### config.mk
export PLATFORM = sky130hd
export DESIGN_NAME = uic_top
export DESIGN_NICKNAME = d
export VERILOG_FILES = /design/src/verilog/uic_pkg.sv /design/src/verilog/uic_baud_if.sv /design/src/verilog/uic_baud_gen.sv /design/src/verilog/uic_top.sv
export SDC_FILE = /design/constraint.sdc
export NUM_CORES = 1
export LEC_CHECK = 0
export ABC_AREA = 1
export BUFFER_PORTS_ARGS = -buffer_cell sky130_fd_sc_hd__buf_4
export CAP_MARGIN = 20
export CORE_MARGIN = 2
export CORE_UTILIZATION = 41
export CTS_BUF_LIST = sky130_fd_sc_hd__clkbuf_8
export DETAILED_ROUTE_END_ITERATION = 7
export HOLD_SLACK_MARGIN = 0.02
export SYNTH_ARGS = -nofsm -noshare
export SYNTH_HDL_FRONTEND = slang
export SYNTH_SLANG_ARGS = --single-unit
### constraint.sdc
create_clock -name CLK -period 6.4 [get_ports CLK]
set_clock_uncertainty 0.2 [all_clocks]
set_input_delay 0.64 -clock CLK [delete_from_list [all_inputs] [get_ports CLK]]
set_output_delay 0.64 -clock CLK [all_outputs]
set_load 0.1 [all_outputs]
### src/verilog/uic_pkg.sv
// Purpose: constants, register map and state types of the serial port control block
// Assumes: byte-wide register port, 12-bit addresses, 16x oversampling of each bit
package uic_pkg;
    // ==========================================================
    // Register map
    localparam logic [11:0] UIC_ADDR_DATA = 12'hF40;
    localparam logic [11:0] UIC_ADDR_STATUS = 12'hF41;
    localparam logic [11:0] UIC_ADDR_CTL0 = 12'hF42;
    localparam logic [11:0] UIC_ADDR_CTL1 = 12'hF43;
    localparam logic [11:0] UIC_ADDR_MATCH = 12'hF44;
    localparam logic [11:0] UIC_ADDR_BAUD_HI = 12'hF46;
    localparam logic [11:0] UIC_ADDR_BAUD_LO = 12'hF47;
    // ==========================================================
    // Control register zero fields
    localparam int UIC_C0_TX_ENABLE = 7;
    localparam int UIC_C0_RX_ENABLE = 6;
    localparam int UIC_C0_FLOW_CONTROL_ENABLE = 5;
    localparam int UIC_C0_PARITY_ENABLE = 4;
    localparam int UIC_C0_PARITY_ODD = 3;
    localparam int UIC_C0_SEND_BREAK = 2;
    localparam int UIC_C0_TWO_STOP = 1;
    localparam int UIC_C0_LOOPBACK_ENABLE = 0;
    // ==========================================================
    // Control register one fields
    localparam int UIC_C1_RX_DATA_IRQ_DIS = 0;
    localparam int UIC_C1_MULTIPROC_MODE_ENABLE = 1;
    localparam int UIC_C1_MP_FILTER = 2;
    localparam int UIC_C1_TIMER_IRQ_EN = 3;
    localparam int UIC_C1_TX_ADDR_BIT = 4;
    // ==========================================================
    // Reset values and timing
    localparam logic [7:0] UIC_CTL0_RESET = 8'h00;
    localparam logic [7:0] UIC_CTL1_RESET = 8'h00;
    localparam logic [7:0] UIC_MATCH_RESET = 8'h00;
    localparam logic [15:0] UIC_BAUD_RESET = 16'h0001;
    localparam logic [3:0] UIC_BIT_LAST_TICK = 4'hF;
    localparam logic [3:0] UIC_START_MID_TICK = 4'h7;
    localparam logic [2:0] UIC_LAST_DATA_BIT = 3'h7;
    // ==========================================================
    // State types
    typedef enum logic [4:0] {
        UIC_TX_IDLE = 5'h01,
        UIC_TX_START = 5'h02,
        UIC_TX_DATA = 5'h04,
        UIC_TX_NINTH = 5'h08,
        UIC_TX_STOP = 5'h10
    } uic_tx_state_type;
    typedef enum logic [4:0] {
        UIC_RX_IDLE = 5'h01,
        UIC_RX_START = 5'h02,
        UIC_RX_DATA = 5'h04,
        UIC_RX_NINTH = 5'h08,
        UIC_RX_STOP = 5'h10
    } uic_rx_state_type;
endpackage : uic_pkg

### src/verilog/uic_baud_if.sv
// Purpose: link between the control logic and the baud divider
// Assumes: one clock domain
// Notes: tick is a one-cycle enable pulse
`timescale 1ns/1ps
interface uic_baud_if;
    logic run;
    logic [15:0] divisor;
    logic tick;
    modport gen (input run, input divisor, output tick);
    modport user (output run, output divisor, input tick);
endinterface : uic_baud_if

### src/verilog/uic_baud_gen.sv
// Purpose: programmable divider giving the oversample or timer tick
// Assumes: divisor zero behaves as one
// Notes: tick pulses once every divisor cycles while run is high
`timescale 1ns/1ps
module uic_baud_gen
    import uic_pkg::*;
(
    input wire logic CLK,
    input wire logic RESET,
    uic_baud_if.gen bif
);
    logic [15:0] cnt_ff;
    logic tick_ff;

    assign bif.tick = tick_ff;

    always_ff @(posedge CLK or posedge RESET) begin
        if (RESET) begin
            cnt_ff <= 16'h0000;
            tick_ff <= 1'b0;
        end else if (!bif.run) begin
            cnt_ff <= 16'h0000;
            tick_ff <= 1'b0;
        end else if (cnt_ff <= 16'h0001) begin
            cnt_ff <= bif.divisor;
            tick_ff <= 1'b1;
        end else begin
            cnt_ff <= cnt_ff - 16'h0001;
            tick_ff <= 1'b0;
        end
    end
endmodule : uic_baud_gen

### src/verilog/uic_top.sv
// Purpose: serial port with transmit/receive enables, overrun handling and interrupts
// Assumes: register strobes one cycle long; CTS_N and RXD asynchronous
// Notes: data register reads and status reads have side effects
`timescale 1ns/1ps
module uic_top
    import uic_pkg::*;
(
    input wire logic CLK,
    input wire logic RESET,
    input wire logic [11:0] ADDR,
    input wire logic [7:0] WR_DATA,
    input wire logic WR,
    input wire logic RD,
    output logic [7:0] RD_DATA,
    input wire logic RXD,
    output logic TXD,
    input wire logic CTS_N,
    output logic TX_IRQ,
    output logic RX_IRQ
);
    // ==========================================================
    // Registers and decode
    logic [7:0] ctl0_ff;
    logic [7:0] ctl1_ff;
    logic [7:0] match_ff;
    logic [15:0] baud_ff;
    logic [7:0] rd_data_ff;
    logic wr_data;
    logic rd_data_acc;
    logic rd_status;
    logic cts_s1_ff;
    logic cts_s2_ff;
    logic rxd_s1_ff;
    logic rxd_s2_ff;
    logic tx_en_eff;
    logic rx_en;
    logic mp_en;
    logic nine_bit;
    logic primary_off;

    assign wr_data = WR && (ADDR == UIC_ADDR_DATA);
    assign rd_data_acc = RD && (ADDR == UIC_ADDR_DATA);
    assign rd_status = RD && (ADDR == UIC_ADDR_STATUS);
    assign mp_en = ctl1_ff[UIC_C1_MULTIPROC_MODE_ENABLE];
    assign nine_bit = mp_en | ctl0_ff[UIC_C0_PARITY_ENABLE];
    assign tx_en_eff = ctl0_ff[UIC_C0_TX_ENABLE] & (~ctl0_ff[UIC_C0_FLOW_CONTROL_ENABLE] | ~cts_s2_ff);
    assign rx_en = ctl0_ff[UIC_C0_RX_ENABLE];
    assign primary_off = ~ctl0_ff[UIC_C0_TX_ENABLE] & ~ctl0_ff[UIC_C0_RX_ENABLE];

    always_ff @(posedge CLK or posedge RESET) begin
        if (RESET) begin
            ctl0_ff <= UIC_CTL0_RESET;
            ctl1_ff <= UIC_CTL1_RESET;
            match_ff <= UIC_MATCH_RESET;
            baud_ff <= UIC_BAUD_RESET;
        end else if (WR) begin
            case (ADDR)
                UIC_ADDR_CTL0: ctl0_ff <= WR_DATA;
                UIC_ADDR_CTL1: ctl1_ff <= WR_DATA;
                UIC_ADDR_MATCH: match_ff <= WR_DATA;
                UIC_ADDR_BAUD_HI: baud_ff[15:8] <= WR_DATA;
                UIC_ADDR_BAUD_LO: baud_ff[7:0] <= WR_DATA;
                default: ;
            endcase
        end
    end

    // Pin synchronisers
    always_ff @(posedge CLK or posedge RESET) begin
        if (RESET) begin
            cts_s1_ff <= 1'b1;
            cts_s2_ff <= 1'b1;
            rxd_s1_ff <= 1'b1;
            rxd_s2_ff <= 1'b1;
        end else begin
            cts_s1_ff <= CTS_N;
            cts_s2_ff <= cts_s1_ff;
            rxd_s1_ff <= RXD;
            rxd_s2_ff <= rxd_s1_ff;
        end
    end

    // ==========================================================
    // Baud divider
    uic_baud_if bif ();
    logic tick;

    assign bif.run = ~primary_off | ctl1_ff[UIC_C1_TIMER_IRQ_EN];
    assign bif.divisor = baud_ff;
    assign tick = bif.tick;

    uic_baud_gen u_baud (
        .CLK(CLK),
        .RESET(RESET),
        .bif(bif)
    );

    // ==========================================================
    // Transmitter
    uic_tx_state_type tx_state_ff;
    logic [3:0] tx_tick_ff;
    logic [2:0] tx_bit_ff;
    logic [7:0] tx_shift_ff;
    logic [7:0] tx_hold_ff;
    logic tx_full_ff;
    logic tx_empty_ff;
    logic tx_ninth_ff;
    logic tx_stop2_ff;
    logic txd_ff;
    logic tx_irq_ff;
    logic tx_bit_end;
    logic tx_load;
    logic tx_first_done;
    logic tx_line;

    assign tx_bit_end = tick && (tx_tick_ff == UIC_BIT_LAST_TICK);
    assign tx_load = tx_full_ff && tx_en_eff && tick;
    assign tx_first_done = (tx_state_ff == UIC_TX_DATA) && tx_bit_end && (tx_bit_ff == 3'h0);

    always_ff @(posedge CLK or posedge RESET) begin
        if (RESET) begin
            tx_state_ff <= UIC_TX_IDLE;
            tx_tick_ff <= 4'h0;
            tx_bit_ff <= 3'h0;
            tx_shift_ff <= 8'h00;
            tx_ninth_ff <= 1'b0;
            tx_stop2_ff <= 1'b0;
        end else begin
            if (tick && (tx_state_ff != UIC_TX_IDLE)) begin
                tx_tick_ff <= tx_tick_ff + 4'h1;
            end
            case (tx_state_ff)
                UIC_TX_IDLE: begin
                    if (tx_load) begin
                        tx_state_ff <= UIC_TX_START;
                        tx_tick_ff <= 4'h0;
                        tx_shift_ff <= tx_hold_ff;
                        tx_ninth_ff <= mp_en ? ctl1_ff[UIC_C1_TX_ADDR_BIT] : (^tx_hold_ff) ^ ctl0_ff[UIC_C0_PARITY_ODD];
                    end
                end
                UIC_TX_START: begin
                    if (tx_bit_end) begin
                        tx_state_ff <= UIC_TX_DATA;
                        tx_bit_ff <= 3'h0;
                    end
                end
                UIC_TX_DATA: begin
                    if (tx_bit_end) begin
                        tx_shift_ff <= {1'b1, tx_shift_ff[7:1]};
                        tx_bit_ff <= tx_bit_ff + 3'h1;
                        if (tx_bit_ff == UIC_LAST_DATA_BIT) begin
                            tx_state_ff <= nine_bit ? UIC_TX_NINTH : UIC_TX_STOP;
                            tx_stop2_ff <= 1'b0;
                        end
                    end
                end
                UIC_TX_NINTH: begin
                    if (tx_bit_end) begin
                        tx_state_ff <= UIC_TX_STOP;
                        tx_stop2_ff <= 1'b0;
                    end
                end
                UIC_TX_STOP: begin
                    if (tx_bit_end) begin
                        if (ctl0_ff[UIC_C0_TWO_STOP] && !tx_stop2_ff) begin
                            tx_stop2_ff <= 1'b1;
                        end else if (tx_load) begin
                            // Next character follows with no idle gap
                            tx_state_ff <= UIC_TX_START;
                            tx_tick_ff <= 4'h0;
                            tx_shift_ff <= tx_hold_ff;
                            tx_ninth_ff <= mp_en ? ctl1_ff[UIC_C1_TX_ADDR_BIT] : (^tx_hold_ff) ^ ctl0_ff[UIC_C0_PARITY_ODD];
                        end else begin
                            tx_state_ff <= UIC_TX_IDLE;
                        end
                    end
                end
                default: tx_state_ff <= UIC_TX_IDLE;
            endcase
        end
    end

    // Holding register and empty flag
    always_ff @(posedge CLK or posedge RESET) begin
        if (RESET) begin
            tx_hold_ff <= 8'h00;
            tx_full_ff <= 1'b0;
            tx_empty_ff <= 1'b1;
            tx_irq_ff <= 1'b0;
        end else begin
            tx_irq_ff <= tx_first_done && !tx_empty_ff;
            if (wr_data) begin
                tx_hold_ff <= WR_DATA;
                tx_full_ff <= 1'b1;
                tx_empty_ff <= 1'b0;
            end else if (tx_load && ((tx_state_ff == UIC_TX_IDLE) || (tx_state_ff == UIC_TX_STOP && tx_bit_end
                         && !(ctl0_ff[UIC_C0_TWO_STOP] && !tx_stop2_ff)))) begin
                tx_full_ff <= 1'b0;
            end
            if (tx_first_done) begin
                tx_empty_ff <= 1'b1;
            end
        end
    end

    always_comb begin
        case (tx_state_ff)
            UIC_TX_START: tx_line = 1'b0;
            UIC_TX_DATA: tx_line = tx_shift_ff[0];
            UIC_TX_NINTH: tx_line = tx_ninth_ff;
            default: tx_line = 1'b1;
        endcase
    end

    always_ff @(posedge CLK or posedge RESET) begin
        if (RESET) begin
            txd_ff <= 1'b1;
        end else begin
            txd_ff <= tx_line & ~ctl0_ff[UIC_C0_SEND_BREAK];
        end
    end

    // ==========================================================
    // Receiver
    uic_rx_state_type rx_state_ff;
    logic [3:0] rx_tick_ff;
    logic [2:0] rx_bit_ff;
    logic [7:0] rx_shift_ff;
    logic rx_ninth_ff;
    logic rx_done_ff;
    logic rx_fe_ff;
    logic rx_brk_ff;
    logic rx_line;
    logic rx_sample;

    assign rx_line = ctl0_ff[UIC_C0_LOOPBACK_ENABLE] ? txd_ff : rxd_s2_ff;
    assign rx_sample = tick && (rx_tick_ff == UIC_BIT_LAST_TICK);

    always_ff @(posedge CLK or posedge RESET) begin
        if (RESET) begin
            rx_state_ff <= UIC_RX_IDLE;
            rx_tick_ff <= 4'h0;
            rx_bit_ff <= 3'h0;
            rx_shift_ff <= 8'h00;
            rx_ninth_ff <= 1'b0;
            rx_done_ff <= 1'b0;
            rx_fe_ff <= 1'b0;
            rx_brk_ff <= 1'b0;
        end else begin
            rx_done_ff <= 1'b0;
            if (tick) begin
                rx_tick_ff <= rx_tick_ff + 4'h1;
            end
            case (rx_state_ff)
                UIC_RX_IDLE: begin
                    rx_tick_ff <= 4'h0;
                    if (rx_en && !rx_line) begin
                        rx_state_ff <= UIC_RX_START;
                    end
                end
                UIC_RX_START: begin
                    if (tick && (rx_tick_ff == UIC_START_MID_TICK)) begin
                        rx_tick_ff <= 4'h0;
                        rx_bit_ff <= 3'h0;
                        rx_state_ff <= rx_line ? UIC_RX_IDLE : UIC_RX_DATA;
                    end
                end
                UIC_RX_DATA: begin
                    if (rx_sample) begin
                        rx_shift_ff <= {rx_line, rx_shift_ff[7:1]};
                        rx_bit_ff <= rx_bit_ff + 3'h1;
                        if (rx_bit_ff == UIC_LAST_DATA_BIT) begin
                            rx_ninth_ff <= 1'b0;
                            rx_state_ff <= nine_bit ? UIC_RX_NINTH : UIC_RX_STOP;
                        end
                    end
                end
                UIC_RX_NINTH: begin
                    if (rx_sample) begin
                        rx_ninth_ff <= rx_line;
                        rx_state_ff <= UIC_RX_STOP;
                    end
                end
                UIC_RX_STOP: begin
                    if (rx_sample) begin
                        rx_done_ff <= 1'b1;
                        rx_fe_ff <= ~rx_line;
                        rx_brk_ff <= ~rx_line && (rx_shift_ff == 8'h00) && !rx_ninth_ff;
                        rx_state_ff <= UIC_RX_IDLE;
                    end
                end
                default: rx_state_ff <= UIC_RX_IDLE;
            endcase
            if (!rx_en) begin
                rx_state_ff <= UIC_RX_IDLE;
            end
        end
    end

    // ==========================================================
    // Receive status, overrun and interrupts
    logic [7:0] rx_hold_ff;
    logic rda_ff;
    logic rx_int_ok_ff;
    logic addressed_ff;
    logic ovr_ff;
    logic ovr_pend_ff;
    logic brk_ff;
    logic brk_pend_ff;
    logic fe_ff;
    logic pe_ff;
    logic timer_ff;
    logic rx_irq_ff;
    logic rx_overrun;
    logic rx_pe;
    logic rx_is_addr;
    logic rx_match;

    assign rx_overrun = rx_done_ff && rda_ff && !rd_data_acc;
    assign rx_pe = ctl0_ff[UIC_C0_PARITY_ENABLE] && !mp_en && ((^rx_shift_ff) ^ rx_ninth_ff ^ ctl0_ff[UIC_C0_PARITY_ODD]);
    assign rx_is_addr = mp_en && rx_ninth_ff;
    assign rx_match = rx_shift_ff == match_ff;

    always_ff @(posedge CLK or posedge RESET) begin
        if (RESET) begin
            rx_hold_ff <= 8'h00;
            rda_ff <= 1'b0;
            rx_int_ok_ff <= 1'b0;
            addressed_ff <= 1'b0;
            ovr_ff <= 1'b0;
            ovr_pend_ff <= 1'b0;
            brk_ff <= 1'b0;
            brk_pend_ff <= 1'b0;
            fe_ff <= 1'b0;
            pe_ff <= 1'b0;
        end else begin
            if (rd_status) begin
                ovr_ff <= 1'b0;
                brk_ff <= 1'b0;
                fe_ff <= 1'b0;
                pe_ff <= 1'b0;
            end
            if (rd_data_acc) begin
                rda_ff <= 1'b0;
                if (ovr_pend_ff) begin
                    ovr_ff <= 1'b1;
                    brk_ff <= brk_pend_ff;
                    rda_ff <= 1'b1;
                    ovr_pend_ff <= 1'b0;
                end
            end
            if (rx_overrun) begin
                ovr_pend_ff <= 1'b1;
                brk_pend_ff <= rx_brk_ff;
            end else if (rx_done_ff) begin
                rx_hold_ff <= rx_shift_ff;
                rda_ff <= 1'b1;
                fe_ff <= rx_fe_ff;
                brk_ff <= rx_brk_ff;
                pe_ff <= rx_pe;
                if (rx_is_addr) begin
                    addressed_ff <= rx_match;
                end
                rx_int_ok_ff <= !mp_en || !ctl1_ff[UIC_C1_MP_FILTER] || (rx_is_addr ? rx_match : addressed_ff);
            end
        end
    end

    // Timer event while the port's main function is off
    always_ff @(posedge CLK or posedge RESET) begin
        if (RESET) begin
            timer_ff <= 1'b0;
        end else if (tick && primary_off && ctl1_ff[UIC_C1_TIMER_IRQ_EN]) begin
            timer_ff <= 1'b1;
        end else if (rd_status) begin
            timer_ff <= 1'b0;
        end
    end

    always_ff @(posedge CLK or posedge RESET) begin
        if (RESET) begin
            rx_irq_ff <= 1'b0;
        end else begin
            rx_irq_ff <= (rda_ff && rx_int_ok_ff && !ctl1_ff[UIC_C1_RX_DATA_IRQ_DIS])
                         || brk_ff || ovr_ff || fe_ff
                         || (timer_ff && ctl1_ff[UIC_C1_TIMER_IRQ_EN]);
        end
    end

    // ==========================================================
    // Read data, valid only in the cycle after the read strobe
    always_ff @(posedge CLK or posedge RESET) begin
        if (RESET) begin
            rd_data_ff <= 8'h00;
        end else if (RD) begin
            case (ADDR)
                UIC_ADDR_DATA: rd_data_ff <= rx_hold_ff;
                UIC_ADDR_STATUS: rd_data_ff <= {rda_ff, pe_ff, ovr_ff, fe_ff, brk_ff, tx_empty_ff, timer_ff, cts_s2_ff};
                UIC_ADDR_CTL0: rd_data_ff <= ctl0_ff;
                UIC_ADDR_CTL1: rd_data_ff <= ctl1_ff;
                UIC_ADDR_MATCH: rd_data_ff <= match_ff;
                UIC_ADDR_BAUD_HI: rd_data_ff <= baud_ff[15:8];
                UIC_ADDR_BAUD_LO: rd_data_ff <= baud_ff[7:0];
                default: rd_data_ff <= 8'h00;
            endcase
        end else begin
            rd_data_ff <= 8'h00;
        end
    end

    assign RD_DATA = rd_data_ff;
    assign TXD = txd_ff;
    assign TX_IRQ = tx_irq_ff;
    assign RX_IRQ = rx_irq_ff;
endmodule : uic_top
==> metrics.txt, run 1 <==
outcome=finished clean; most frequent cells in the layout=nand2_1 (248), dfrtp_1 (137), inv_1 (98), nor2_1 (94), o21ai_0 (69); crit end category=register; Net Count, Synth=roughly 960; Post-synth ARST share=100%; per-cell routed wire length=~15 um; Synth-to-Final Area Change=12.5%; largest net degree at the start of global routing=77; crit path kind=register to register; Slew @ Worst Pin=between 0.8 and 0.9 ns; final period utilization=between 30% and 40%; max_slew headroom=41.1%; area of the mapped netlist=around 0.0075 sq mm; CTS tree=yes; WP buf/inv=2; RSZ-0062 raised after global routing=false; layout cells sized above 1=~14%; Switching Fraction=21.7%; Top-Level Pins=37; Layout Nets=~1000; most common cell after layout, fill and taps aside=nand2_1; via count=between 6000 and 7000; Worst setup SP type=register; number of DRC markers in iteration 0=376; final setup fails=0; Initial Util=roughly two fifths; diode count=0; synth warn=0; Psw=0.405 mW; final wirelength=about 18000 um; Top FF cell, synth=dfrtp_1; Synth cell types=47; Max Fclk=between 400 and 500 MHz; CP peak stage delay=0.54 ns; routability cong.=around 0.87; grt ovf=0; Die X=139 um; Top Family by Delay on Critical Path=simple AND/OR/NAND/NOR gates; first drt pass iteration count=5; Reg power frac=roughly half; cts hold-fix bufs=0; crit-path max FO=16; DRC=0; critical path, cell by cell=nor2_1, nand4_1, inv_2, nand2_1, inv_2, o21ai_4, nand2_1, o21ai_2; Post-Syn Area per Cell=8.15 sq um; Clock Pin Slew Worst Setup and Hold Paths=~0.08 ns; leakage power total=4.24 nW; DR vias/cell=4.99; die outline area=0.0194 sq mm; CTS Sinks=between 100 and 150; H-tree level count=4; slowest CP cell=dfstp_2; post-CTS setup buffers=0; Final Hold Vio Count=0; final antenna-violating net count=0; vias in the first global route=~5900; clk_lat worst skew=between 0.4 and 0.5 ns; core region area=~0.018 sq mm; Comb pwr share=approximately 3.1%; fill cell count=between 1500 and 2000; PortBufs=36; number of flops mapped to enable cells by yosys=0; PwrDens=~220 mW/mm^2; synthesized instance count=922; Die H=139 um; number of gates resized after cts=0; initial antenna violation count=0; Final min period=2.24 ns; Pint=1.46 mW; register area share after synthesis=between 40% and 50%; total power=approximately 1.9 mW; worst endpoint required time=roughly 6.6 ns; Min-Delay Path Class=input port to register; row cnt=49; clock root cell=clkbuf_8; gr usage total=between 10% and 20%; Peak VDD IR=about 0.13 mV; first-pass GRT wire length=around 30000 um; number of register bits inferred by synthesis=146; Slew Limit Fails=0; CTS max path bufs=2; Final HPWL DP=about 13000 um; Max-cap violations=0; setup TNS=0 ns; Clock power frac=between 40 and 50%; CP Data Arrival Time=approximately 2.4 ns; CTS buffer count=17
==> kinds of logic after synthesis <==
logic type / count (synthesis) / share of synthesized area, %
muxes: 5 / 0.666
DFF: 146 / 48.8
and+or+nand+nor: 464 / 27.6
xor gates and xnor gates: 24 / 2.80
buffers and inverters: 118 / 6.58
adders and majority gates: 13 / 2.16
AOI/OAI and AO/OA: 152 / 11.5
==> synth_stat cells, types with 7 or more instances <==
cell type / number / area [sq um]
nand2_1: 248 / 931
dfrtp_1: 137 / 3430
inv_1: 96 / 360
nor2_1: 94 / 353
o21ai_0: 69 / 345
nand3_1: 61 / 305
o21ai_1: 33 / 165
a21oi_1: 18 / 90.1
o21ai_2: 15 / 131
ha_1: 13 / 163
xnor2_1: 12 / 105
xor2_1: 12 / 105
nor2_4: 10 / 113
dfstp_2: 9 / 236
nand2_2: 8 / 50.1
nand4_1: 8 / 50.1
nor3_1: 8 / 40.0
buf_2: 7 / 35.0
nor2_2: 7 / 43.8
==> layout make-up <==
class | count | area (sq um) | share of cell area, %
flip-flops and latches | 146 | 3660 | 43.4
multi-input cells | 658 | 3350 | 39.7
inverters | 103 | 393 | 4.65
well taps | 229 | 287 | 3.39
repair buffers | 37 | 278 | 3.29
clock buffers | 19 | 262 | 3.09
clock inverters | 13 | 215 | 2.55
==> metal layers <==
layer / vias up / share of wire (%) / global-route usage, %
met3: 20 / 3.6 / 4.20
met1: 2834 / 48 / 27.2
met4: 0 / 1.7 / 6.33
met5: - / 0 / 0
li1: 3056 / - / -
met2: 98 / 46 / 30.9
==> metrics by stage <==
stage	instance area (sq um)	setup WS (ns)	hold WS [ns]	std cells	utilization (%)
after floorplan	7510	1.65	0.145	922	-
after global placement	7980	3.96	0.154	1173	44.4
after detailed placement	7980	3.94	0.154	1173	44.4
after CTS	8450	4.15	0.0603	1205	47.1
after global routing	8450	3.87	0.0501	1205	47.1
final	8450	4.16	0.0744	1205	47.1
==> flip-flops by register name (all words and copies together), names as in the netlist, 3 cells and up <==
| name | count |
|---|---|
| rx_tick_ff | 4 |
| rx_hold_ff | 8 |
| tx_bit_ff | 3 |
| ctl1_ff | 8 |
| tx_shift_ff | 8 |
| u_baud.cnt_ff | 16 |
| rx_shift_ff | 8 |
| rx_state_ff | 5 |
| tx_tick_ff | 4 |
| match_ff | 8 |
| RD_DATA | 8 |
| baud_ff | 16 |
| tx_state_ff | 5 |
| ctl0_ff | 8 |
| tx_hold_ff | 8 |
| rx_bit_ff | 3 |
==> power by group through the flow <==
stage	registers [mW]	clock network, mW	logic [mW]
after floorplan	0.946	0	0.0308
after global placement	0.947	0	0.0599
after detailed placement	0.947	0	0.0603
after CTS	0.929	0.896	0.0604
after global routing	0.929	0.935	0.0660
final	0.929	0.878	0.0582
==> worst paths after layout <==
kind / depth (start not counted) / to / startpoint / slack, ns
hold / removal: 1 / rxd_s1_ff / RXD / 0.07
hold reg to reg: 0 / cts_s2_ff / cts_s1_ff / 0.17
setup reg to reg: 8 / tx_shift_ff[5] / tx_state_ff[0] / 4.16
max in group asynchronous: 3 / tx_tick_ff[0] / RESET / 4.54
setup / recovery: 8 / tx_shift_ff[5] / tx_state_ff[0] / 4.16
min in group asynchronous: 2 / tx_hold_ff[4] / RESET / 0.09
Power figures use the tool's default switching activity.
==> run 2, diff against run 1 <==
ABC_AREA = 0   (was 1)
clock period = 1.95 ns   (was 6.4 ns; I/O delays follow)
==> metrics.txt, run 2 <==
outcome=complete, but fails checks; violated checks=negative setup slack; Die H=136 um; r2r startpoint=u_baud.cnt_ff[10]; Layout Nets=about 850; CP Data Arrival Time=2.20 ns; Critical path origin=u_baud.cnt_ff[10]; register area share after synthesis=approximately half; DR vias/cell=5.35; crit-path max FO=16; CTS Sinks=about 150; crit end category=register; Top FF cell, synth=dfrtp_1; largest net degree at the start of global routing=78; initial antenna violation count=0; final setup fails=16; gr usage total=roughly a fifth; layout cells sized above 1=35.8%; Finished Core Util=53.6%; CP peak stage delay=around 0.44 ns; Synth cell types=between 60 and 70; PortBufs=36; most frequent cells in the layout=dfrtp_1 (135), buf_4 (120), nand2_1 (75), mux2_2 (61), nor2_1 (43); Final HPWL DP=between 10000 and 15000 um; flip-flop and latch area=roughly 0.0037 sq mm; Worst R2R End=u_baud.cnt_ff[11]; most common cell after layout, fill and taps aside=dfrtp_1; DRC=0; first-pass GRT wire length=between 20000 and 30000 um; Slew Limit Fails=0; row cnt=48; worst endpoint required time=~2.1 ns; RSZ-0062 raised after global routing=true; slowest CP cell=or3_4; fill cell count=~1500; Top-Level Pins=37; area of the mapped netlist=~0.0072 sq mm; most frequent cells after synthesis=dfrtp_1 (137), nand2_1 (77), mux2_2 (64), nor2_1 (57), o21ai_0 (38); r2r setup slk=-0.07 ns; diode count=0; Synth area leaders=dfrtp_1 (48%), mux2_2 (10%), nand2_1 (4.0%), dfstp_2 (3.3%), nor2_1 (3.0%); cell taking the most area after synthesis=dfrtp_1; cells on worst reg2reg path=5; Worst setup SP type=register; number of flops mapped to enable cells by yosys=0; number of DRC markers in iteration 0=~380; final antenna-violating net count=0; CTS buffer count=17; critical path, cell by cell=nor4_2, nand4_1, or3_4, buf_12, a211oi_1; top-area cell type share of the netlist area=47.7%; vias in the first global route=roughly 5600; first drt pass iteration count=7; cell with the most instances after synthesis=dfrtp_1; Die X=between 100 and 150 um; area post-placement=~0.0083 sq mm; die outline area=about 0.019 sq mm; largest registers=baud_ff: 16 flops, u_baud.cnt_ff: 16 flops; Final WS setup=-0.0745 ns; leakage power total=approximately 4.4 nW; final period utilization=104%; per-cell routed wire length=17.3 um; Max-cap violations=0; CTS tree=yes; clk_lat worst skew=~0.47 ns; CTS max path bufs=2; max_slew headroom=around two thirds; Slew @ Worst Pin=slightly above 0.5 ns; Min-Delay Path Class=input port to register; Final min period=~2 ns; Clock Pin Slew Worst Setup and Hold Paths=roughly 0.080 ns; Initial Util=a little over two fifths; Peak VDD IR=0.582 mV; routability cong.=0.826; Finished Cell Area=a little over 0.009 sq mm; synth warn=0; Final Hold Vio Count=0; clock root cell=clkbuf_8; Post-Syn Area per Cell=approximately 11 sq um; multi-input logic area=0.00364 sq mm; synthesized instance count=approximately 670; crit path kind=register to register; via count=between 5000 and 6000; PwrDens=slightly below 700 mW/mm^2; core region area=0.0172 sq mm; Synth-to-Final Area Change=28.5%; number of register bits inferred by synthesis=approximately 150; Post-synth ARST share=between 90% and 100%; grt ovf=0; Setup crit end=u_baud.cnt_ff[11]; final wirelength=18000 um; Max Fclk=494 MHz; Net Count, Synth=705; H-tree level count=4
[run 2: changes by cell type in the layout (fill, tap and decap cells not counted), sizes merged, moves of 55 or more]
cell,change
mux2,+64
buf,+92
inv,-81
o21ai,-79
nor2,-55
nand2,-180
[run 2: worst min-delay path by stage]
stage	from	endpoint	slack [ns]	depth (start not counted)
after floorplan	CTS_N	cts_s1_ff	-0.0005	0
after global placement	RXD	rxd_s1_ff	0.10	1
after detailed placement	RXD	rxd_s1_ff	0.10	1
after CTS	RD	RD_DATA[6]	0.03	4
after global routing	RD	RD_DATA[0]	0.08	4
final	RD	RD_DATA[6]	0.06	4
[run 2: cell type report]
cell class / count / share of cell area (%)
clock buffers: 23 / 3.43
clock inverters: 9 / 0.718
inverters: 21 / 0.894
multi-input cells: 477 / 39.4
flip-flops and latches: 146 / 39.7
well taps: 225 / 3.05
repair buffers: 143 / 12.8
[run 2: kinds of logic after synthesis]
kind of cell / after synthesis / synth area share, %
xor+xnor: 41 / 5.18
fa+ha+maj: 13 / 2.26
buf+inv: 43 / 2.28
simple gates: 228 / 15.5
compound gates: 112 / 10.1
mux: 83 / 13.7
flops: 146 / 51.0
[run 2: stage by stage]
stage	hold WS [ns]	setup TNS (ns)	total power [mW]	instances	setup WS (ns)
after global routing	0.0828	-2.43	6.71	1044	-0.142
after CTS	0.0294	-0.507	6.32	1028	-0.0589
after floorplan	-0.000522	-50.39	3.68	666	-0.291
after global placement	0.104	-16.48	3.97	979	-0.296
after detailed placement	0.105	-16.90	3.99	979	-0.312
final	0.0648	-0.718	6.43	1044	-0.0745
[run 2: layer usage]
metal / up-vias / global-route usage [%] / wire length, um
li1: 2666 / - / -
met4: 0 / 7.06 / 329
met3: 23 / 4.59 / 684
met5: - / 0 / 0
met2: 119 / 32.5 / 8590
met1: 2782 / 27.9 / 8420
[run 2: report_power, final]
group | switching, mW | internal, mW | leakage (nW) | total (mW)
sequential | 0.0714 | 3.10 | 1.94 | 3.17
clock | 1.12 | 1.19 | 0.214 | 2.31
combinational | 0.508 | 0.440 | 2.26 | 0.948
total | 1.70 | 4.73 | 4.41 | 6.43
[run 2: worst max-delay path: cells and delay by family, from the launching register on]
kind / cells / cell delay [ns]
buffers and inverters: 1 / 0.17
and+or+nand+nor: 3 / 0.93
DFF: 1 / 0.40
AOI/OAI and AO/OA: 1 / 0.22
[run 2: timing repair]
item,in CTS,in global routing
pin swaps,4,9
endpoints found under the hold margin,194,0
hold buffers,14,0
resized for setup,14,38
cloned,1,0
buffers inserted,2,16
endpoints found under the setup margin,16,40
